$ cat src/hps_pkg.sv
// hps_pkg: register map, field positions, reset values and timing for the headphone stage block
// assumes a single 25 MHz register clock shared by every user of the package
package hps_pkg;
  // register map
  localparam logic [7:0] ADDR_STAGE_CTRL = 8'h5A;
  localparam logic [7:0] ADDR_CAL_STATUS = 8'h4D;
  localparam logic [7:0] STAGE_CTRL_RESET = 8'h00;
  localparam logic [3:0] CAL_STATUS_RESET = 4'h0;
  // field positions in the stage control register
  localparam int BIT_L_SHORT_REMOVE = 7;
  localparam int BIT_L_OUTPUT = 6;
  localparam int BIT_L_INTERMEDIATE = 5;
  localparam int BIT_L_INPUT = 4;
  localparam int BIT_R_SHORT_REMOVE = 3;
  localparam int BIT_R_OUTPUT = 2;
  localparam int BIT_R_INTERMEDIATE = 1;
  localparam int BIT_R_INPUT = 0;
  // calibration status field position in its register
  localparam int CAL_DONE_LSB = 8;
  localparam int CAL_DONE_MSB = 11;
  // timing
  localparam int CLK_HZ = 25000000;
  localparam int SETTLE_US = 20;
  localparam int SETTLE_CYCLES = (SETTLE_US * (CLK_HZ / 1000000));
  localparam int SETTLE_CNT_W = 10;
endpackage

$ cat src/hps_settle_timer.sv
// hps_settle_timer: counts settling time since a channel's input stage was switched on
// assumes i_input_en is a registered level on the same clock
module hps_settle_timer #(
  parameter int CYCLES = hps_pkg::SETTLE_CYCLES,
  parameter int CNT_W = hps_pkg::SETTLE_CNT_W
) (
  input wire logic i_clk,
  input wire logic i_resetn,
  input wire logic i_input_en,
  output logic o_settled
);
  // elaboration check: a count the counter cannot reach would never settle
  if (CYCLES < 1 || CYCLES >= (1 << CNT_W))
  begin
    $error("settle count does not fit the counter");
  end

  logic [CNT_W-1:0] count;
  wire at_end = (count == CNT_W'(CYCLES));

  // count runs while the input stage is on, holds once it reaches CYCLES, restarts when it drops
  always_ff @(posedge i_clk)
  begin
    if (!i_resetn || !i_input_en)
    begin
      count <= '0;
      o_settled <= 1'b0;
    end
    else
    begin
      if (!at_end)
        count <= count + CNT_W'(1);
      o_settled <= at_end;
    end
  end
endmodule

$ cat src/hps_stage_ctrl.sv
// hps_stage_ctrl: headphone stage enable register, its static enables and calibration status
// assumes a plain same-clock register port; calibration done levels come from another block
// register map
//   0x5A stage control, read-write, eight enable bits, all zero after reset
//   0x4D calibration status, read-only, done levels at bits 11:8
//   any other address reads zero and ignores writes
// control register layout, bit 7 down to bit 0
//   7 left short removal, 6 left output, 5 left intermediate, 4 left input
//   3 right short removal, 2 right output, 1 right intermediate, 0 right input
// usual power-up order per channel, kept by software
//   input stage on
//   wait for the settle flag, at least 20us
//   intermediate stage on, then schedule offset cancellation
//   output stage on once cancellation is scheduled
//   short removal last
// timing
//   one register clock, synchronous active-low reset
//   write taken at a strobe edge, enable pins follow one cycle later
//   read data stand for the one cycle after the read strobe, zero otherwise
//   status bits lag their inputs by two clocks of resynchronisation
// limitations
//   order and spacing are not enforced: a bad write goes straight to the pins
//   the settle flag is advisory and restarts whenever the input stage drops
//   a reset mid-run drops every stage at once, with no ordered power-down
//   the four read-word bits above the status field, 15:12, always read zero here
//
// Local design decision: the address-and-strobe port.

module hps_stage_ctrl (
  // register port
  input wire logic i_clk,
  input wire logic i_resetn,
  input wire logic [7:0] i_addr,
  input wire logic [7:0] i_wdata,
  input wire logic i_wr,
  input wire logic i_rd,
  output logic [15:0] o_rdata,
  // calibration done levels from the offset engine
  input wire logic [3:0] i_cal_done,
  // stage enables, static levels
  output logic o_left_hp_short_remove,
  output logic o_left_hp_output_stage_en,
  output logic o_left_hp_intermediate_stage_en,
  output logic o_left_hp_input_stage_en,
  output logic o_right_hp_short_remove,
  output logic o_right_hp_output_stage_en,
  output logic o_right_hp_intermediate_stage_en,
  output logic o_right_hp_input_stage_en,
  // advisory settle flags
  output logic o_left_settled,
  output logic o_right_settled
);

  // control register and status resync flops
  logic [7:0] stage_ctrl;
  logic [3:0] cal_meta;
  logic [3:0] cal_sync;

  // elaboration checks: refuse a field map that the eight flops cannot serve
  localparam logic [7:0] FIELD_MASK = 8'(
    (1 << hps_pkg::BIT_L_SHORT_REMOVE) | (1 << hps_pkg::BIT_L_OUTPUT) |
    (1 << hps_pkg::BIT_L_INTERMEDIATE) | (1 << hps_pkg::BIT_L_INPUT) |
    (1 << hps_pkg::BIT_R_SHORT_REMOVE) | (1 << hps_pkg::BIT_R_OUTPUT) |
    (1 << hps_pkg::BIT_R_INTERMEDIATE) | (1 << hps_pkg::BIT_R_INPUT));
  if (FIELD_MASK != 8'hFF)
  begin
    $error("enable fields overlap or fall outside the register");
  end

  // status field must be exactly four bits and inside the read word
  if (hps_pkg::CAL_DONE_MSB - hps_pkg::CAL_DONE_LSB != 3 || hps_pkg::CAL_DONE_MSB > 15)
  begin
    $error("status field does not fit the read word");
  end

  // both registers need their own address or one would shadow the other
  if (hps_pkg::ADDR_STAGE_CTRL == hps_pkg::ADDR_CAL_STATUS)
  begin
    $error("register addresses collide");
  end

  // reset values must be all zero, the pins start with every stage off
  if (hps_pkg::STAGE_CTRL_RESET != 8'h00 || hps_pkg::CAL_STATUS_RESET != 4'h0)
  begin
    $error("reset values must be zero");
  end

  // settle count is reckoned in whole megahertz; a fraction would shorten it
  if (hps_pkg::CLK_HZ % 1000000 != 0)
  begin
    $error("clock is not a whole number of megahertz");
  end

  // address decode
  wire sel_ctrl = (i_addr == hps_pkg::ADDR_STAGE_CTRL);
  wire sel_cal = (i_addr == hps_pkg::ADDR_CAL_STATUS);
  wire wr_ctrl = i_wr && sel_ctrl;

  // read words; status placed by its package position, everything else zero
  wire [15:0] ctrl_word = {8'h00, stage_ctrl};
  wire [15:0] cal_word = 16'(cal_sync) << hps_pkg::CAL_DONE_LSB;
  wire [15:0] map_word = sel_ctrl ? ctrl_word : (sel_cal ? cal_word : 16'h0000);
  // idle bus reads zero so a stale word is never taken for an answer
  wire [15:0] next_rdata = i_rd ? map_word : 16'h0000;

  // field decode, left channel: one named wire per enable
  wire next_left_short_remove = stage_ctrl[hps_pkg::BIT_L_SHORT_REMOVE];
  wire next_left_output_en = stage_ctrl[hps_pkg::BIT_L_OUTPUT];
  wire next_left_intermediate_en = stage_ctrl[hps_pkg::BIT_L_INTERMEDIATE];
  wire next_left_input_en = stage_ctrl[hps_pkg::BIT_L_INPUT];
  // field decode, right channel
  wire next_right_short_remove = stage_ctrl[hps_pkg::BIT_R_SHORT_REMOVE];
  wire next_right_output_en = stage_ctrl[hps_pkg::BIT_R_OUTPUT];
  wire next_right_intermediate_en = stage_ctrl[hps_pkg::BIT_R_INTERMEDIATE];
  wire next_right_input_en = stage_ctrl[hps_pkg::BIT_R_INPUT];

  // control register; ordering and 20us spacing are software's duty, not enforced
  always_ff @(posedge i_clk)
  begin
    if (!i_resetn)
      stage_ctrl <= hps_pkg::STAGE_CTRL_RESET;
    else if (wr_ctrl)
      stage_ctrl <= i_wdata;
  end

  // calibration levels come from another engine, resynchronised for safety
  always_ff @(posedge i_clk)
  begin
    if (!i_resetn)
    begin
      cal_meta <= hps_pkg::CAL_STATUS_RESET;
      cal_sync <= hps_pkg::CAL_STATUS_RESET;
    end
    else
    begin
      cal_meta <= i_cal_done;
      cal_sync <= cal_meta;
    end
  end

  // read data one cycle after the strobe, zero otherwise
  always_ff @(posedge i_clk)
  begin
    if (!i_resetn)
      o_rdata <= 16'h0000;
    else
      o_rdata <= next_rdata;
  end

  // left enables, one flop each, follow the register a cycle later
  always_ff @(posedge i_clk)
  begin
    if (!i_resetn)
    begin
      o_left_hp_short_remove <= 1'b0;
      o_left_hp_output_stage_en <= 1'b0;
      o_left_hp_intermediate_stage_en <= 1'b0;
      o_left_hp_input_stage_en <= 1'b0;
    end
    else
    begin
      o_left_hp_short_remove <= next_left_short_remove;
      o_left_hp_output_stage_en <= next_left_output_en;
      o_left_hp_intermediate_stage_en <= next_left_intermediate_en;
      o_left_hp_input_stage_en <= next_left_input_en;
    end
  end

  // right enables, same one-cycle lag so both channels move together
  always_ff @(posedge i_clk)
  begin
    if (!i_resetn)
    begin
      o_right_hp_short_remove <= 1'b0;
      o_right_hp_output_stage_en <= 1'b0;
      o_right_hp_intermediate_stage_en <= 1'b0;
      o_right_hp_input_stage_en <= 1'b0;
    end
    else
    begin
      o_right_hp_short_remove <= next_right_short_remove;
      o_right_hp_output_stage_en <= next_right_output_en;
      o_right_hp_intermediate_stage_en <= next_right_intermediate_en;
      o_right_hp_input_stage_en <= next_right_input_en;
    end
  end

  // settle timers, one per channel: index 1 left, index 0 right
  wire [1:0] input_en = {o_left_hp_input_stage_en, o_right_hp_input_stage_en};
  wire [1:0] settled;
  for (genvar ch = 0; ch < 2; ch++)
  begin : g_settle
    // advisory only: tells software when the intermediate stage may follow
    hps_settle_timer u_settle (
      .i_clk(i_clk),
      .i_resetn(i_resetn),
      .i_input_en(input_en[ch]),
      .o_settled(settled[ch])
    );
  end
  // outputs straight from the timer flops
  assign o_left_settled = settled[1];
  assign o_right_settled = settled[0];
endmodule

$ cat config.mk
export PLATFORM = sky130hd
export DESIGN_NAME = hps_stage_ctrl
export DESIGN_NICKNAME = d
export VERILOG_FILES = /design/src/hps_pkg.sv /design/src/hps_settle_timer.sv /design/src/hps_stage_ctrl.sv
export SDC_FILE = /design/constraint.sdc
export NUM_CORES = 1
export LEC_CHECK = 0
export BUFFER_PORTS_ARGS = -buffer_cell sky130_fd_sc_hd__buf_4
export CORE_MARGIN = 4
export CORE_UTILIZATION = 40
export DETAILED_ROUTE_END_ITERATION = 6
export PLACE_DENSITY = 0.76
export SLEW_MARGIN = 5
export SYNTH_ARGS = -nofsm -noshare
export SYNTH_HDL_FRONTEND = slang
export SYNTH_SLANG_ARGS = --single-unit
$ cat constraint.sdc
create_clock -name i_clk -period 1.3 [get_ports i_clk]
set_input_delay 0.325 -clock i_clk [delete_from_list [all_inputs] [get_ports i_clk]]
set_output_delay 0.325 -clock i_clk [all_outputs]
set_load 0.01 [all_outputs]
---- Word level (Yosys, flattened, before mapping) ----
Index checks and enable logic that the tools add are counted.
word-level totals
  input bits .............................. 24
  flip-flop bits (word level) ............. 62
  logic and storage cells ................. 37
  output and inout bits ................... 26
operators by class
  add/sub/neg operators ................... 2
  mux-type cells .......................... 1
  reduce and logical (&&, ||, !) cells .... 9
  bitwise logic cells ..................... 3
  equal/unequal tests ..................... 4
operator list
  cell                                                                    count
  10-bit by 1-bit adder with 10-bit output, second input constant         2
  10-bit by 9-bit equality test with 1-bit output, second input constant  2
  8-bit by 7-bit equality test with 1-bit output, second input constant   2
  8-bit two-way mux                                                       1
  4-bit OR reduction                                                      1
  1-bit zero test                                                         3
  1-bit NOT                                                               3
  3-bit OR reduction                                                      1
  1-bit logical OR                                                        2
  2-bit AND reduction                                                     1
  1-bit logical AND                                                       1

---- Logic depth before layout (Yosys ltp) ----
  word-level depth ........................ 3
  gate-level depth with buffers ........... 5
  gate-level depth less buffers ........... 5

---- Hierarchy ----
Synthesis repeated with hierarchy kept, for this count alone.
unflattened totals
  cell total of the unflattened synthesis .. 214
  area, all modules ....................... 2148.3 um2
modules (own cells, without submodules)
  module            area each (um2)  cells each  seq. area each (um2)  times used
  hps_stage_ctrl    1137.3           102         720.7                 1
  hps_settle_timer  505.5            56          220.2                 2

---- Worst setup path before layout ----
No wires, ideal clock.
  kind .................................... reg-to-reg
  from .................................... reg g_settle[0].u_settle.count[2]
  to ...................................... reg g_settle[0].u_settle.count[9]
  library setup time ...................... 0.086 ns
  cell stages (with the launch flop) ...... 4
  path buffers ............................ 0
  clock period less this slack ............ 1.293 ns
  data required time ...................... 1.214 ns
  setup slack ............................. 0.007 ns
  data arrival time ....................... 1.208 ns
  cells stage by stage .................... dfxtp_1 nand4_2 or4_1 a211oi_1
between the ends
  word-level cells in the longest chain between the ends .. 1
  elaborated cells between the ends (all ways) .. 2
  those cells by class .................... add/sub: 1; eq/ne: 1
RTL lines
  element                                                                                                             RTL line                                        source
  start: declaration                                                                                                  hps_settle_timer.sv:18                          logic [CNT_W-1:0] count;
  start signal: assignment                                                                                            hps_settle_timer.sv:32                          count <= count + CNT_W'(1);
  10-bit by 1-bit adder with 10-bit output / 10-bit by 9-bit equality test with 1-bit output (equally long branches)  hps_settle_timer.sv:32, hps_settle_timer.sv:19
Several ways; a longest one is shown, not always the timed one.
A chain may end at the register's enable or synchronous reset.

---- Worst setup path after layout ----
  from .................................... reg g_settle[0].u_settle.count[9]
  to ...................................... reg g_settle[0].u_settle.count[3]
between the ends
  word-level cells in the longest chain between the ends .. 1
RTL lines
  element                                          RTL line                source
  10-bit by 9-bit equality test with 1-bit output  hps_settle_timer.sv:19  wire at_end = (count == CNT_W'(CYCLES));
Every way passes these cells.

==> results.yml <==
drt:
  drt_iter0_drc: 95
  avgViaCountPerCell: 4.95
  wl_met2_um: 2200
  dr_wl_met3_um: 303
  via_count: 1823
  highest_layer: "met4"
  antenna_left: 0
  met1_length_um: 1930
  routedWlPerCell_um: 12.3
  wl_um: 4540
  firstDrtPassIters: 4
  drcViolationCount: 0
synthesis:
  syn_inst: 218
  yosysSeqAreaShare_pct: 54.3
  synth-edff-count: 0
  synth_area_mm2: 0.00214
  ys_types: 32
  yosys_most_used_dff: "dfxtp_1"
  syn_area_per_cell_um2: 9.81
  async_flop_share_pct: 0
  yosys_warnings: 0
  ys_ff_latch: 58
power_and_ir_drop:
  powerDensity_mw_per_mm2: 1200
  max-vdd-ir-drop_mv: 0.580
  cellLeakagePower_uw: 0.00131
placed_design:
  routabilityCongestion: 0.845
  port_buffers: 45
  place_hpwl_um: 3070
layout:
  fin_util_pct: 58.7
  n_fill_cell: 459
  register_area_mm2: 0.00118
  nets: 322
  multi_input_area_um2: 961
  drive_gt1_share_pct: 36.2
  antennaDiodeCount: 0
  area_growth_pct: 41.1
setup_path:
  crit_arrival_ns: 1.57
  timing.reg2reg.setup_slack_ns: -0.05
  r2r.worst_path.cells: 3
  critPathKind: "reg2reg"
  max_stage_delay_ns: 0.61
  crit_required_ns: 1.51
  cpMaxStageDelayCell: "or4bb_4"
  r2r_end: "g_settle[0].u_settle.count[3]"
  crit_path_cell_trace: "or4bb_4 > nor3_4 > o21ai_0"
  worstSetupStartpointType: "flop"
  reg2reg_from: "g_settle[0].u_settle.count[9]"
  endpoint_kind: "flop"
  crit_start: "g_settle[0].u_settle.count[9]"
  path_max_fanout: 4
clocking:
  clkSlewWorstSetupHoldPaths_ns: 0.07
  clockBufferDepth: 2
  cts-root-buf: "clkbuf_8"
  cts_max_level: 3
  cts_made_buffers: 9
  cts_tree: "built"
  clk_latency_ns: 0.32
  clkSinkCount: 58
global_routing:
  grt_pass1_vias: 1698
  grt_pass1_wl_um: 7250
  antenna_found_initial: 0
  grt_use_total_pct: 14.5
  grt_max_degree: 18
  grt_overflow: 0
flow_run:
  drv_cap: 0
min_path:
  hold_path.class: "in2reg"
  whs_path_depth: 2
  hold_end: "cal_meta[1]"
  min_from: "i_cal_done[1]"
timing:
  fin_ws_ns: -0.0534
  report.final.setup_viol: 4
  max_freq_ghz: 0.739
  finalCritPeriodShare_pct: 104
  slew_violations: 0
  hold_viol: 0
  holdWs_ns: 0.204
  rsz0062_at_grt: "yes"
  setup_tns_ns: -0.118
  period_needed_ns: 1.35
  finalClockSkew_ns: 0.00417
floorplan:
  die_h_um: 81.1
  rows: 26
  io_pins: 50
  start_util_pct: 41.6
  die_width_um: 81.1
  dieArea_mm2: 0.00658
  core_area_mm2: 0.00514
outcome:
  status: "complete, but fails checks"
  failed_checks: "setup timing"
## critical path, delay by kind of cell, from the launching register on
family / cells / cell delay (ns)
flip-flops: 1 / 0.35
AO/OA/AOI/OAI: 1 / 0.10
AND/OR/NAND/NOR: 2 / 0.79
## cell usage in the layout, fill, tap and decap left out, types with 6 or more instances in the layout
| cell | n |
|---|---|
| and2_1 | 20 |
| dfxtp_1 | 49 |
| nand2_1 | 21 |
| clkbuf_8 | 9 |
| nand4_1 | 6 |
| buf_4 | 69 |
| mux2i_1 | 8 |
| nand3_1 | 7 |
| inv_1 | 15 |
| or3_1 | 9 |
| o21ai_0 | 9 |
| a21oi_1 | 11 |
## cell usage after synthesis (4+ instances only)
cell type | n | area share [%]
ha_1 | 4 | 2.3
o31ai_1 | 4 | 1.4
nand3_1 | 9 | 2.1
a31oi_1 | 4 | 1.2
nand2_1 | 21 | 3.7
o21ai_0 | 9 | 2.1
and2_1 | 20 | 5.8
buf_4 | 4 | 1.4
inv_1 | 16 | 2.8
a21oi_1 | 11 | 2.6
dfxtp_1 | 58 | 54
and4_1 | 4 | 1.6
nand4_1 | 6 | 1.8
nor3_1 | 4 | 0.94
mux2i_1 | 8 | 3.7
or3_1 | 9 | 2.6
nor2_1 | 4 | 0.70
## metrics by stage
stage / std cells / power [uW] / setup slack [ns] / instance area (um2)
6_report: 368 / 3640 / -0.0534 / 3020
5_1_grt: 368 / 3780 / -0.100 / 3020
4_1_cts: 367 / 3680 / 0.00331 / 2950
3_5_place_dp: 350 / 1930 / -0.117 / 2690
3_3_place_gp: 350 / 1930 / -0.0352 / 2690
2_1_floorplan: 221 / 1870 / 0.00667 / 2150
## kinds of logic after synthesis
family                     share of synthesized area (%)
and+or+nand+nor                                     25.2
buffers and inverters                               4.74
xor gates and xnor gates                           0.819
other                                              0.175
adders and majority gates                           2.34
muxes                                               3.74
AOI/OAI and AO/OA                                   8.71
DFF                                                 54.3
## area by class of cell
class                   instances  area share, %
inverters                      16           1.99
well taps                      70           2.90
repair buffers                 69           17.2
clock buffers                  10           4.23
flip-flops and latches         58           39.2
multi-input cells             140           31.8
clock inverters                 5           2.65
## layer usage
layer	vias to the layer above	track usage [%]
li1	913	-
met1	840	16.9
met2	53	22.8
met3	17	5.65
met4	0	7.60
met5	-	0
## where the power goes
group          leakage, uW  switching (uW)  internal (uW)
clock            0.0000984             694           1060
combinational     0.000741            36.5           60.3
sequential        0.000475            1.88           1780
## sequential cells by signal, summed over array words and instances (netlist names)
signal / flops
cal_meta: 4
cal_sync: 4
g_settle.u_settle.count: 20
g_settle.u_settle.o_settled: 2
o_left_hp_input_stage_en: 1
o_left_hp_intermediate_stage_en: 1
o_left_hp_output_stage_en: 1
o_left_hp_short_remove: 1
o_rdata: 12
o_right_hp_input_stage_en: 1
o_right_hp_intermediate_stage_en: 1
o_right_hp_output_stage_en: 1
o_right_hp_short_remove: 1
stage_ctrl: 8
## worst max path at each step
stage,slack [ns],to,cells past startpoint
after global routing,-0.10,g_settle[0].u_settle.count[3],3
after global placement,-0.04,g_settle[0].u_settle.count[3],3
final,-0.05,g_settle[0].u_settle.count[3],3
after CTS,0.003,g_settle[0].u_settle.count[0],3
after detailed placement,-0.12,g_settle[0].u_settle.count[3],3
after floorplan,0.007,g_settle[0].u_settle.count[9],3
## timing repair
| item | in CTS | in global routing |
|---|---|---|
| setup buffers | 2 | 1 |
| hold buffers | 0 | 0 |
| endpoints found under the hold margin | 0 | 0 |
| resized for setup | 12 | 17 |
| pin swaps | 2 | 4 |
| setup endpoints to repair | 9 | 12 |
Power figures use the tool's default switching activity.
